[config.mk]
export PLATFORM = sky130hd
export DESIGN_NAME = cda_decode_unit
export DESIGN_NICKNAME = d
export VERILOG_FILES = /design/src/verilog/cda_decode_unit.v
export VERILOG_INCLUDE_DIRS = /design/src /design/src/verilog
export SDC_FILE = /design/constraint.sdc
export NUM_CORES = 2
export LEC_CHECK = 0
export BUFFER_PORTS_ARGS = -buffer_cell sky130_fd_sc_hd__buf_2
export CAP_MARGIN = 20
export CORE_ASPECT_RATIO = 1.25
export CORE_UTILIZATION = 55
export DETAILED_ROUTE_END_ITERATION = 8
export HOLD_SLACK_MARGIN = 0.06
export PLACE_DENSITY_LB_ADDON = 0.15
export SETUP_SLACK_MARGIN = 0.4
export SLEW_MARGIN = 20
export SYNTH_ARGS = -nofsm -noshare
export SYNTH_HDL_FRONTEND = slang
export SYNTH_SLANG_ARGS = --single-unit
[constraint.sdc]
create_clock -name core_clk -period 8.6 [get_ports core_clk]
set_clock_uncertainty 0.05 [all_clocks]
set_input_delay 0 -clock core_clk [delete_from_list [all_inputs] [get_ports core_clk]]
set_output_delay 0 -clock core_clk [all_outputs]
set_load 0.005 [all_outputs]
[src/verilog/cda_defines.vh]
// Purpose: constants for the core decode and addressing unit
// Assumes: included by cda_decode_unit.v
// Notes: opcode and field layout of the instruction word live here
`ifndef CDA_DEFINES_VH
`define CDA_DEFINES_VH

// register port offsets
`define CDA_REG_EXEC_ADDR 8'h00
`define CDA_REG_DEC_ADDR 8'h04
`define CDA_REG_DISCARD 8'h08
`define CDA_REG_CONTROL 8'h0c
`define CDA_REG_VECTOR_BASE 8'h10
`define CDA_REG_STATUS 8'h14
`define CDA_REG_SAVED_ADDR 8'h18

// control and status bits
`define CDA_CTL_MASTER_EN 0
`define CDA_STS_FAULT_PEND 0
`define CDA_STS_BAD_OP 1
`define CDA_STS_BUSY 2

// reset values
`define CDA_RST_MASTER_EN 1'b0
`define CDA_RST_VECTOR_BASE 20'h00000

// misaligned-data fault offset from the vector base (vector 5)
`define CDA_FAULT_OFFSET 12'h050

// instruction fields
`define CDA_F_OP 31:26
`define CDA_F_DST 25:20
`define CDA_F_S1 19:14
`define CDA_F_S2 13:8
`define CDA_F_DISP 13:0
`define CDA_F_CONST16 15:0
`define CDA_F_CONST25 24:0

// operand selectors above the general registers, and the fixed general-register destination of SETLI
`define CDA_SEL_DISCARD 6'h20
`define CDA_SEL_EXEC 6'h21
`define CDA_SEL_DEC 6'h22
`define CDA_SHIFT_IMM_DST 6'h03

// opcodes
`define CDA_OP_LB 6'h01
`define CDA_OP_LBU 6'h02
`define CDA_OP_LHW 6'h03
`define CDA_OP_LHWU 6'h04
`define CDA_OP_LW 6'h05
`define CDA_OP_LXB 6'h06
`define CDA_OP_LXH 6'h07
`define CDA_OP_LXW 6'h08
`define CDA_OP_SB 6'h09
`define CDA_OP_SHW 6'h0a
`define CDA_OP_SW 6'h0b
`define CDA_OP_SWAP 6'h0c
`define CDA_OP_SMUL_LOW 6'h0d
`define CDA_OP_UMUL_LOW 6'h0e
`define CDA_OP_MUL16 6'h0f
`define CDA_OP_MUL32 6'h10
`define CDA_OP_MULU16 6'h11
`define CDA_OP_MULU32 6'h12
`define CDA_OP_SETIH 6'h14
`define CDA_OP_SETLI 6'h15

// access sizes
`define CDA_SZ_BYTE 2'h0
`define CDA_SZ_HALF 2'h1
`define CDA_SZ_WORD 2'h2

`endif

[src/verilog/cda_decode_unit.v]
// Purpose: decode, effective address, alignment and multiply core
// Assumes: memory answers each request with memAck, one or more cycles later
// Notes: gpr array has no reset; control state does
//
// Decided for this implementation: the strobed register port and the address map.
`timescale 1ns/1ps
`include "cda_defines.vh"
`default_nettype none

module cda_decode_unit (
    // clock and reset
    input wire core_clk,
    input wire rst_b,
    // register port
    input wire [7:0] busAddr,
    input wire [31:0] busWdata,
    input wire busWr,
    input wire busRd,
    output wire [31:0] busRdata,
    // instruction stream
    input wire instValid,
    input wire [31:0] instWord,
    input wire [31:0] instAddr,
    output wire instReady,
    // data memory
    output wire memReq,
    output wire memWr,
    output wire [31:0] memAddr,
    output wire [3:0] memByteEn,
    output wire [31:0] memWdata,
    input wire memAck,
    input wire [31:0] memRdata,
    // fault dispatch
    output wire faultReq,
    output wire [31:0] faultVector,
    input wire faultAck
);

    localparam [1:0] S_IDLE = 2'd0;
    localparam [1:0] S_MEM = 2'd1;
    localparam [1:0] S_SWAPW = 2'd2;
    localparam [1:0] S_MUL = 2'd3;

    reg [31:0] gpr [0:31];
    reg [1:0] state_reg;
    reg decValid_reg;
    reg [31:0] decWord_reg;
    reg [31:0] decAddr_reg;
    reg [31:0] execAddr_reg;
    reg instReady_reg;
    reg [31:0] busRdata_reg;
    reg memReq_reg;
    reg memWr_reg;
    reg [31:0] memAddr_reg;
    reg [3:0] memByteEn_reg;
    reg [31:0] memWdata_reg;
    reg faultReq_reg;
    reg [31:0] faultVector_reg;
    reg faultPend_reg;
    reg badOp_reg;
    reg masterEn_reg;
    reg [19:0] vectorBase_reg;
    reg [31:0] savedAddr_reg;
    reg [1:0] sizeHold_reg;
    reg sgnHold_reg;
    reg rdHold_reg;
    reg swapHold_reg;
    reg [1:0] offHold_reg;
    reg [5:0] dstHold_reg;
    reg [31:0] mulA_reg;
    reg [31:0] mulB_reg;
    reg mulSgn_reg;

    // decoded fields, one fixed word per instruction
    wire [5:0] fOp = decWord_reg[`CDA_F_OP];
    wire [5:0] fDst = decWord_reg[`CDA_F_DST];
    wire [5:0] fS1 = decWord_reg[`CDA_F_S1];
    wire [5:0] fS2 = decWord_reg[`CDA_F_S2];
    wire [13:0] fDisp = decWord_reg[`CDA_F_DISP];

    function [31:0] readSrc;
        input [5:0] sel;
        begin
            if (sel < 6'h20) begin
                readSrc = gpr[sel[4:0]];
            end else if (sel == `CDA_SEL_EXEC) begin
                readSrc = {execAddr_reg[31:2], 2'b00};
            end else if (sel == `CDA_SEL_DEC) begin
                readSrc = {decAddr_reg[31:2], 2'b00};
            end else begin
                readSrc = 32'h00000000;
            end
        end
    endfunction

    wire [31:0] srcA = readSrc(fS1);
    wire [31:0] srcB = readSrc(fS2);
    wire take = decValid_reg && (state_reg == S_IDLE);

    reg isLoad;
    reg isIdx;
    reg isStore;
    reg isSwap;
    reg isSgn;
    reg isMul;
    reg mulSgn;
    reg badMul;
    reg [1:0] size;

    always @* begin
        isLoad = 1'b0;
        isIdx = 1'b0;
        isStore = 1'b0;
        isSwap = 1'b0;
        isSgn = 1'b0;
        isMul = 1'b0;
        mulSgn = 1'b0;
        badMul = 1'b0;
        size = `CDA_SZ_WORD;
        case (fOp)
            `CDA_OP_LB: begin
                isLoad = 1'b1;
                isSgn = 1'b1;
                size = `CDA_SZ_BYTE;
            end
            `CDA_OP_LBU: begin
                isLoad = 1'b1;
                size = `CDA_SZ_BYTE;
            end
            `CDA_OP_LHW: begin
                isLoad = 1'b1;
                isSgn = 1'b1;
                size = `CDA_SZ_HALF;
            end
            `CDA_OP_LHWU: begin
                isLoad = 1'b1;
                size = `CDA_SZ_HALF;
            end
            `CDA_OP_LW: isLoad = 1'b1;
            `CDA_OP_LXB: begin
                isLoad = 1'b1;
                isIdx = 1'b1;
                isSgn = 1'b1;
                size = `CDA_SZ_BYTE;
            end
            `CDA_OP_LXH: begin
                isLoad = 1'b1;
                isIdx = 1'b1;
                isSgn = 1'b1;
                size = `CDA_SZ_HALF;
            end
            `CDA_OP_LXW: begin
                isLoad = 1'b1;
                isIdx = 1'b1;
            end
            `CDA_OP_SB: begin
                isStore = 1'b1;
                size = `CDA_SZ_BYTE;
            end
            `CDA_OP_SHW: begin
                isStore = 1'b1;
                size = `CDA_SZ_HALF;
            end
            `CDA_OP_SW: isStore = 1'b1;
            `CDA_OP_SWAP: isSwap = 1'b1;
            `CDA_OP_SMUL_LOW: begin
                isMul = 1'b1;
                mulSgn = 1'b1;
            end
            `CDA_OP_UMUL_LOW: isMul = 1'b1;
            `CDA_OP_MUL16, `CDA_OP_MUL32, `CDA_OP_MULU16, `CDA_OP_MULU32: begin
                badMul = 1'b1;
            end
            default: begin
                isLoad = 1'b0;
            end
        endcase
    end

    // base plus index, or base plus displacement for loads, stores, swap
    wire [31:0] offSel = isIdx ? srcB : {{18{fDisp[13]}}, fDisp};
    wire [31:0] effectiveAddress = srcA + offSel;
    wire isMem = isLoad | isStore | isSwap;
    wire misaligned = ((size == `CDA_SZ_HALF) && effectiveAddress[0]) ||
        ((size == `CDA_SZ_WORD) && (effectiveAddress[1:0] != 2'b00));
    wire faultSet = take && isMem && misaligned;

    // big-endian lanes: byte at offset 0 sits in bits 31:24
    wire [1:0] addrLo = effectiveAddress[1:0];
    wire [4:0] stShift = (size == `CDA_SZ_BYTE) ? {~addrLo, 3'b000} :
        (size == `CDA_SZ_HALF) ? {~addrLo[1], 4'h0} : 5'h00;
    wire [31:0] stData = (size == `CDA_SZ_BYTE) ? {24'h000000, srcB[7:0]} :
        (size == `CDA_SZ_HALF) ? {16'h0000, srcB[15:0]} : srcB;
    wire [3:0] stBe = (size == `CDA_SZ_BYTE) ? (4'h8 >> addrLo) :
        (size == `CDA_SZ_HALF) ? (4'hc >> addrLo) : 4'hf;

    wire [4:0] ldShift = (sizeHold_reg == `CDA_SZ_BYTE) ? {~offHold_reg, 3'b000} :
        (sizeHold_reg == `CDA_SZ_HALF) ? {~offHold_reg[1], 4'h0} : 5'h00;
    wire [31:0] lane = memRdata >> ldShift;
    wire [31:0] loadVal = (sizeHold_reg == `CDA_SZ_BYTE) ?
        {{24{sgnHold_reg & lane[7]}}, lane[7:0]} :
        (sizeHold_reg == `CDA_SZ_HALF) ?
        {{16{sgnHold_reg & lane[15]}}, lane[15:0]} : lane;

    // 16x16 low multiply, result in the second cycle
    wire signed [31:0] prodS = $signed(mulA_reg[15:0]) * $signed(mulB_reg[15:0]);
    wire [31:0] prodU = mulA_reg[15:0] * mulB_reg[15:0];

    reg wbEn;
    reg [5:0] wbIdx;
    reg [31:0] wbData;

    always @* begin
        wbEn = 1'b0;
        wbIdx = fDst;
        wbData = 32'h00000000;
        if (take && (fOp == `CDA_OP_SETIH)) begin
            wbEn = 1'b1;
            wbData = {decWord_reg[`CDA_F_CONST16], 16'h0000};
        end else if (take && (fOp == `CDA_OP_SETLI)) begin
            wbEn = 1'b1;
            wbIdx = `CDA_SHIFT_IMM_DST;
            wbData = {decWord_reg[`CDA_F_CONST25], 7'h00};
        end else if (state_reg == S_MUL) begin
            wbEn = 1'b1;
            wbIdx = dstHold_reg;
            wbData = mulSgn_reg ? prodS : prodU;
        end else if ((state_reg == S_MEM) && memAck && rdHold_reg) begin
            wbEn = 1'b1;
            wbIdx = dstHold_reg;
            wbData = loadVal;
        end
    end

    // only the general registers take results
    always @(posedge core_clk) begin
        if (wbEn && (wbIdx < 6'h20)) begin
            gpr[wbIdx[4:0]] <= wbData;
        end
    end

    wire decValid_next = (decValid_reg && !take) || (instValid && instReady_reg);
    wire faultPend_next = faultSet || (faultPend_reg && !faultAck);
    wire ctlWr = busWr && (busAddr == `CDA_REG_CONTROL);
    wire masterEn_next = faultAck ? 1'b0 :
        ctlWr ? busWdata[`CDA_CTL_MASTER_EN] : masterEn_reg;
    wire badOpClr = busWr && (busAddr == `CDA_REG_STATUS) && busWdata[`CDA_STS_BAD_OP];

    reg [31:0] busRead;

    always @* begin
        if (busAddr == `CDA_REG_EXEC_ADDR) begin
            busRead = {execAddr_reg[31:2], 2'b00};
        end else if (busAddr == `CDA_REG_DEC_ADDR) begin
            busRead = {decAddr_reg[31:2], 2'b00};
        end else if (busAddr == `CDA_REG_CONTROL) begin
            busRead = {31'h00000000, masterEn_reg};
        end else if (busAddr == `CDA_REG_VECTOR_BASE) begin
            busRead = {vectorBase_reg, 12'h000};
        end else if (busAddr == `CDA_REG_STATUS) begin
            busRead = {29'h00000000, (state_reg != S_IDLE), badOp_reg, faultPend_reg};
        end else if (busAddr == `CDA_REG_SAVED_ADDR) begin
            busRead = savedAddr_reg;
        end else begin
            busRead = 32'h00000000;
        end
    end

    always @(posedge core_clk or negedge rst_b) begin
        if (!rst_b) begin
            state_reg <= S_IDLE;
            decValid_reg <= 1'b0;
            decWord_reg <= 32'h00000000;
            decAddr_reg <= 32'h00000000;
            execAddr_reg <= 32'h00000000;
            instReady_reg <= 1'b0;
            busRdata_reg <= 32'h00000000;
            memReq_reg <= 1'b0;
            memWr_reg <= 1'b0;
            memAddr_reg <= 32'h00000000;
            memByteEn_reg <= 4'h0;
            memWdata_reg <= 32'h00000000;
            faultReq_reg <= 1'b0;
            faultVector_reg <= 32'h00000000;
            faultPend_reg <= 1'b0;
            badOp_reg <= 1'b0;
            masterEn_reg <= `CDA_RST_MASTER_EN;
            vectorBase_reg <= `CDA_RST_VECTOR_BASE;
            savedAddr_reg <= 32'h00000000;
            sizeHold_reg <= `CDA_SZ_WORD;
            sgnHold_reg <= 1'b0;
            rdHold_reg <= 1'b0;
            swapHold_reg <= 1'b0;
            offHold_reg <= 2'b00;
            dstHold_reg <= 6'h00;
            mulA_reg <= 32'h00000000;
            mulB_reg <= 32'h00000000;
            mulSgn_reg <= 1'b0;
        end else begin
            // decode stage
            decValid_reg <= decValid_next;
            instReady_reg <= !decValid_next;
            if (instValid && instReady_reg) begin
                decWord_reg <= instWord;
                decAddr_reg <= instAddr;
            end
            // register port; address registers ignore writes
            busRdata_reg <= busRd ? busRead : 32'h00000000;
            if (busWr && (busAddr == `CDA_REG_VECTOR_BASE)) begin
                vectorBase_reg <= busWdata[31:12];
            end
            masterEn_reg <= masterEn_next;
            badOp_reg <= (take && badMul) || (badOp_reg && !badOpClr);
            // fault request held until accepted, only while enabled
            faultPend_reg <= faultPend_next;
            faultReq_reg <= faultPend_next && masterEn_next;
            faultVector_reg <= {vectorBase_reg, `CDA_FAULT_OFFSET};
            if (faultAck && faultReq_reg) begin
                savedAddr_reg <= {execAddr_reg[31:2], 2'b00};
            end
            memReq_reg <= 1'b0;
            case (state_reg)
                S_IDLE: begin
                    if (take) begin
                        execAddr_reg <= decAddr_reg;
                        if (isMem && !misaligned) begin
                            memReq_reg <= 1'b1;
                            memWr_reg <= isStore;
                            memAddr_reg <= effectiveAddress;
                            memByteEn_reg <= isSwap ? 4'hf : stBe;
                            memWdata_reg <= stData << stShift;
                            sizeHold_reg <= size;
                            sgnHold_reg <= isSgn;
                            rdHold_reg <= isLoad | isSwap;
                            swapHold_reg <= isSwap;
                            offHold_reg <= addrLo;
                            dstHold_reg <= isSwap ? fS2 : fDst;
                            state_reg <= S_MEM;
                        end else if (isMul) begin
                            mulA_reg <= srcA;
                            mulB_reg <= srcB;
                            mulSgn_reg <= mulSgn;
                            dstHold_reg <= fDst;
                            state_reg <= S_MUL;
                        end
                    end
                end
                S_MEM: begin
                    if (memAck) begin
                        if (swapHold_reg) begin
                            memReq_reg <= 1'b1;
                            memWr_reg <= 1'b1;
                            state_reg <= S_SWAPW;
                        end else begin
                            state_reg <= S_IDLE;
                        end
                    end
                end
                S_SWAPW: begin
                    if (memAck) begin
                        state_reg <= S_IDLE;
                    end
                end
                default: begin
                    state_reg <= S_IDLE;
                end
            endcase
        end
    end

    assign busRdata = busRdata_reg;
    assign instReady = instReady_reg;
    assign memReq = memReq_reg;
    assign memWr = memWr_reg;
    assign memAddr = memAddr_reg;
    assign memByteEn = memByteEn_reg;
    assign memWdata = memWdata_reg;
    assign faultReq = faultReq_reg;
    assign faultVector = faultVector_reg;

endmodule
`default_nettype wire

## Word-level counts from Yosys, hierarchy flattened

Memories as Yosys holds them, arrays and structs flattened.
Index checks and enable logic that the tools add are counted.

- Memories kept: 1
- Input port bits: 143
- RAM bits: 1,024
- Word-level logic and storage cells: 214
- Output and inout port bits: 136
- Register bits: 324

- $lt $le $gt $ge: 3
- Shift operators: 4
- Multiplexer cells: 71
- Reduce and logical (&&, ||, !) cells: 53
- Bitwise operators: 10
- Multipliers: 2
- Eq/ne operators: 41
- Add/sub/neg operators: 1

Memories:

| memory | depth | width | rd ports | clocked after memory_dff | wr ports | RTL line | RTL |
|---|---|---|---|---|---|---|---|
| gpr | 32 | 32 | 2 | 0 | 1 | cda_decode_unit.v:44 | `reg [31:0] gpr [0:31];` |

Operators with widths:

| kind | count |
|---|---|
| 32-bit two-way mux | 23 |
| 16-bit by 16-bit multiplier with 32-bit output | 2 |
| 6-bit by 4-bit equality test with 1-bit output, second input constant | 8 |
| 6-bit two-way mux | 7 |
| 32-bit adder | 1 |
| 32-bit by 5-bit << shifter with 32-bit output | 1 |
| 32-bit by 5-bit >> shifter with 32-bit output | 1 |
| 6-bit by 5-bit equality test with 1-bit output, second input constant | 5 |
| 6-bit by 3-bit equality test with 1-bit output, second input constant | 4 |
| 6-bit equality test, second input constant | 4 |
| 8-bit by 5-bit equality test with 1-bit output, second input constant | 3 |
| 1-bit two-way mux | 24 |
| 1-bit logical AND | 22 |
| 5-bit two-way mux | 4 |
| 6-bit less-than comparator, second input constant | 3 |
| 4-bit OR reduction | 4 |
| 6-bit by 2-bit equality test with 1-bit output, second input constant | 2 |
| 2-bit two-way mux | 6 |
| 4-bit two-way mux | 3 |
| 8-bit by 3-bit equality test with 1-bit output, second input constant | 1 |
| 8-bit by 4-bit equality test with 1-bit output, second input constant | 1 |
| 8-bit zero test | 1 |
| 2-bit != test, second input constant | 4 |
| 4-bit AND reduction | 2 |
| other kinds (23) | 49 |

## Depth between registers and ports, before layout

- Depth after elaboration: 14
- Depth in mapped cells: 26
- Gate-level depth less buffers: 24

## Worst setup path after synthesis

OpenSTA, ideal clock, no wires.

- Path kind: register -> register
- From: register mulA_reg[12]
- To: memory gpr[0][18] (data pin)
- Period minus slack after synthesis: 7.431 ns
- Path buffers: 1
- Library setup time: 0.454 ns
- Arrival: 6.927 ns
- Data required time: 8.096 ns
- Stages on the path, launching flop included: 22
- Path slack: 1.169 ns
- Cell sequence: dfrtp_1 clkbuf_1 nand2_1 fa_1 fa_1 inv_1 fa_1 inv_1 fa_1 inv_1 fa_1 inv_1 fa_1 inv_1 ha_1 a21o_1 a21o_1 o32a_1 and2_1 a41oi_1 a31oi_1 o21ai_0

- Word-level cells in the longest chain between the ends: 5
- Elaborated cells between the ends (all ways): 6
- Those cells by class: mul (2); mux (4)

RTL lines:

| item | RTL line | RTL |
|---|---|---|
| start, declared | cda_decode_unit.v:70 | `reg [31:0] mulA_reg;` |
| start signal, assigned | cda_decode_unit.v:340 | `mulA_reg <= srcA;` |
| 16-bit by 16-bit multiplier with 32-bit output (on tied branches) | cda_decode_unit.v:207, cda_decode_unit.v:206 |  |
| 32-bit two-way mux * | cda_decode_unit.v:227 | `wbData = mulSgn_reg ? prodS : prodU;` |
| 32-bit two-way mux * | cda_decode_unit.v:224 | `end else if (state_reg == S_MUL) begin` |
| 32-bit two-way mux * | cda_decode_unit.v:220 | `` end else if (take && (fOp == `CDA_OP_SETLI)) begin `` |
| 32-bit two-way mux * | cda_decode_unit.v:217 | `` if (take && (fOp == `CDA_OP_SETIH)) begin `` |
| net wbData[18] | cda_decode_unit.v:211 | `reg [31:0] wbData;` |
| end, declared | cda_decode_unit.v:44 |  |

Mark *: on every way through the listed nets, which the timed path passes. The rest lies on a longest branch.

## Worst setup path after layout

- From: register mulB_reg[1]
- To: memory gpr[24][30] (data pin)

- Word-level cells in the longest chain between the ends: 5
- Elaborated cells between the ends (all ways): 6
- Those cells by class: mul (2); mux (4)

RTL lines:

| item | RTL line | RTL |
|---|---|---|
| start, declared | cda_decode_unit.v:71 | `reg [31:0] mulB_reg;` |
| start signal, assigned | cda_decode_unit.v:341 | `mulB_reg <= srcB;` |
| 16-bit by 16-bit multiplier with 32-bit output (on tied branches) | cda_decode_unit.v:207, cda_decode_unit.v:206 |  |
| 32-bit two-way mux * | cda_decode_unit.v:227 |  |
| 32-bit two-way mux * | cda_decode_unit.v:224 |  |
| 32-bit two-way mux * | cda_decode_unit.v:220 |  |
| 32-bit two-way mux * | cda_decode_unit.v:217 |  |
| net wbData[30] | cda_decode_unit.v:211 |  |

Marks and branches as above.

==> impl_metrics.json <==
{
  "status": "finished, final reports clean",
  "vias": 53300,
  "synth_xor_area_share_pct": 0.841,
  "clock-sinks": 1341,
  "synth_area_per_cell_um2": 14.2,
  "r2r_cells": 20,
  "die_x_um": 339,
  "drive_gt1_share_pct": 24.2,
  "preCtsSetupSlack_ps": 251,
  "die_area_mm2": 0.144,
  "r2r_setup_slack_ps": 860,
  "cap_violations": 0,
  "first_pass_iters": 8,
  "wl_um": 254000,
  "fin_tns_setup_ps": 0,
  "rr_startpoint": "mulB_reg[1]",
  "synthAdderAreaFrac_pct": 12.4,
  "synth_top_area_share_pct": 39.4,
  "setup_violations": 0,
  "ys_warn_count": 0,
  "crit_fanout": 32,
  "final_area_mm2": 0.0890,
  "portBuffers": 256,
  "syn2layout_area_growth_pct": 13.9,
  "finalMaxSlewViolations": 0,
  "dieHeight_um": 423,
  "arrival_ps": 8120,
  "critPathRequiredTime_ps": 8980,
  "initial_core_util_pct": 55.4,
  "synthMuxAreaShare_pct": 19.6,
  "clock_latency_ps": 810,
  "synthFlopType": "edfxtp_1",
  "ir_drop_mv": 0.424,
  "seqCellArea_mm2": 0.0387,
  "gpl.final_weighted_congestion": 0.980,
  "layout_common_cells": "edfxtp_1 (1024), inv_1 (509), mux4_2 (476)",
  "coreArea_mm2": 0.141,
  "cellLeakagePower_nw": 33.9,
  "slew_headroom_pct": 16.3,
  "cts_tree": "done",
  "pwr_density_cell_mw_per_mm2": 306,
  "synth_area_leader_cell": "edfxtp_1",
  "grt_pass1_wl_um": 369000,
  "largest_reg_flops": 1024,
  "hold_viol": 0,
  "rsz0062_at_grt": "false",
  "min_path_type": "input port to register",
  "cp-startpoint": "mulB_reg[1]",
  "nets": 6666,
  "synth_edf_count": 1024,
  "multi_input_area_mm2": 0.0364,
  "grt_overflow": 0,
  "period_share_pct": 90.0,
  "synth_area_mm2": 0.0781,
  "cts-buffers-inserted": 142,
  "synthSimpleGateAreaFrac_pct": 5.35,
  "drtIter0Drc": 6575,
  "place_area_mm2": 0.0822,
  "first_global_vias": 54700,
  "antenna_left": 0,
  "setup_ws_ps": 863,
  "synth_top_family_by_area": "multiplexers",
  "htreeDepth": 4,
  "r2r_end": "gpr[24][30]",
  "synth_compound_area_share_pct": 7.76,
  "num_rows": 154,
  "boundaryPins": 279,
  "clk_pin_slew_ps": 70,
  "crit_type": "register to register",
  "drc": 0,
  "finalHoldWorstSlack_ps": 112,
  "ys_seq_area_share_pct": 49.5,
  "min_period_ps": 7740,
  "min_from": "memAck",
  "vias_per_cell": 6.70,
  "ys_top_cells_by_area": "edfxtp_1 (39%), mux4_2 (14%), dfrtp_1 (10%), fa_1 (9.4%), mux2_2 (3.5%)",
  "synthCells": 5510,
  "worstSetupStartpointType": "register",
  "endpoint_kind": "register",
  "synth_seq_cells": 1341,
  "grt_max_degree": 128,
  "layout_commonest_cell": "edfxtp_1",
  "antenna_found_initial": 14,
  "fill_cells": 10400,
  "root_buffer": "clkbuf_16",
  "synth_cell_types": 77,
  "ys_async_sr_fraction_pct": 23.6,
  "grtUsageTotal_pct": 35.9,
  "wire_per_inst_um": 31.9,
  "tightest_slew_ps": 1250,
  "endpoint": "gpr[24][30]",
  "hpwlAfterDp_um": 166000,
  "clock_path_buffers": 3,
  "power_w": 0.0272,
  "fmax_mhz": 129
}
## through the flow
step	cells	utilization, %
after floorplan	5519	-
after global placement	7477	58.2
after detailed placement	7479	58.3
after CTS	7954	63.1
after global routing	7955	63.1
final	7960	63.1
## power by group
| part | switching (W) | internal (W) |
|---|---|---|
| Combinational | 0.00755 | 0.00497 |
| Clock | 0.00263 | 0.00344 |
| Sequential | 0.00119 | 0.00747 |
## worst max-delay path, stage by stage, from the launching register on
cell	delay, ps
dfrtp_2	690
nand2_1	200
inv_1	160
fa_1	540
fa_1	920
fa_1	550
fa_1	520
fa_1	500
inv_1	50
fa_1	470
inv_1	50
ha_1	360
nand4_1	140
nor2_1	180
nand4_1	190
nor4bb_2	480
o311ai_0	280
a21oi_1	200
nor2_1	70
xnor2_1	130
a211o_2	580
## how the worst min path moves through the flow
stage | endpoint | cells past startpoint
floorplan | badOp_reg | 0
global placement | vectorBase_reg[15] | 1
detailed placement | faultVector[6] | 1
CTS | state_reg[1] | 5
global route | state_reg[1] | 5
finish | state_reg[1] | 5
## metal layers
layer  part of all wire (%)  GRT usage, %  wire length (µm)
met5                  0.011             0                27
met4                    6.3          19.7             16000
met3                     11          7.19             27700
met2                     47          57.2            120000
met1                     36          46.5             90800
## area by class of cell
type,instances,share of cell area [%]
diodes,5,0.0141
clock buffers,184,4.36
clock inverters,74,0.765
inverters,509,2.15
multi-input cells,3316,40.9
flip-flops and latches,1341,43.5
well taps,1872,2.63
repair buffers,659,5.67
## cells by family (layout without fill, tap and decap cells)
kind of cell,Yosys count,in the layout
AO/OA/AOI/OAI,883,883
XOR/XNOR,75,75
adder cells (fa/ha/maj),554,554
buffers and inverters,862,1426
flip-flops,1341,1341
multiplexers,905,905
other,2,16
AND/OR/NAND/NOR,888,888
## cell usage after synthesis, types with 28 or more instances
cell and n:
a21o_1 42, a21oi_1 166, a221oi_1 68, a222oi_1 32, a22oi_1 72, a31oi_1 32
and2_1 129, buf_1 28, buf_2 62, buf_4 35, clkbuf_1 216, dfrtp_1 316
edfxtp_1 1024, fa_1 367, ha_1 187, inv_1 509, mux2_2 241, mux2i_1 188
mux4_2 476, nand2_1 357, nand2b_1 52, nand3_1 33, nor2_1 171, nor3_1 55
o21ai_0 165, o221ai_1 64, o22ai_1 53, xnor2_1 42, xor2_1 33
## repair_timing
action,4_1_cts,5_1_grt
endpoints found under the hold margin,389,0
setup endpoints to repair,32,96
cloned,0,0
hold buffers,217,0
gates resized for setup,1,4
buffers inserted,0,0
Note: power is estimated with default switching activity, not from simulation.
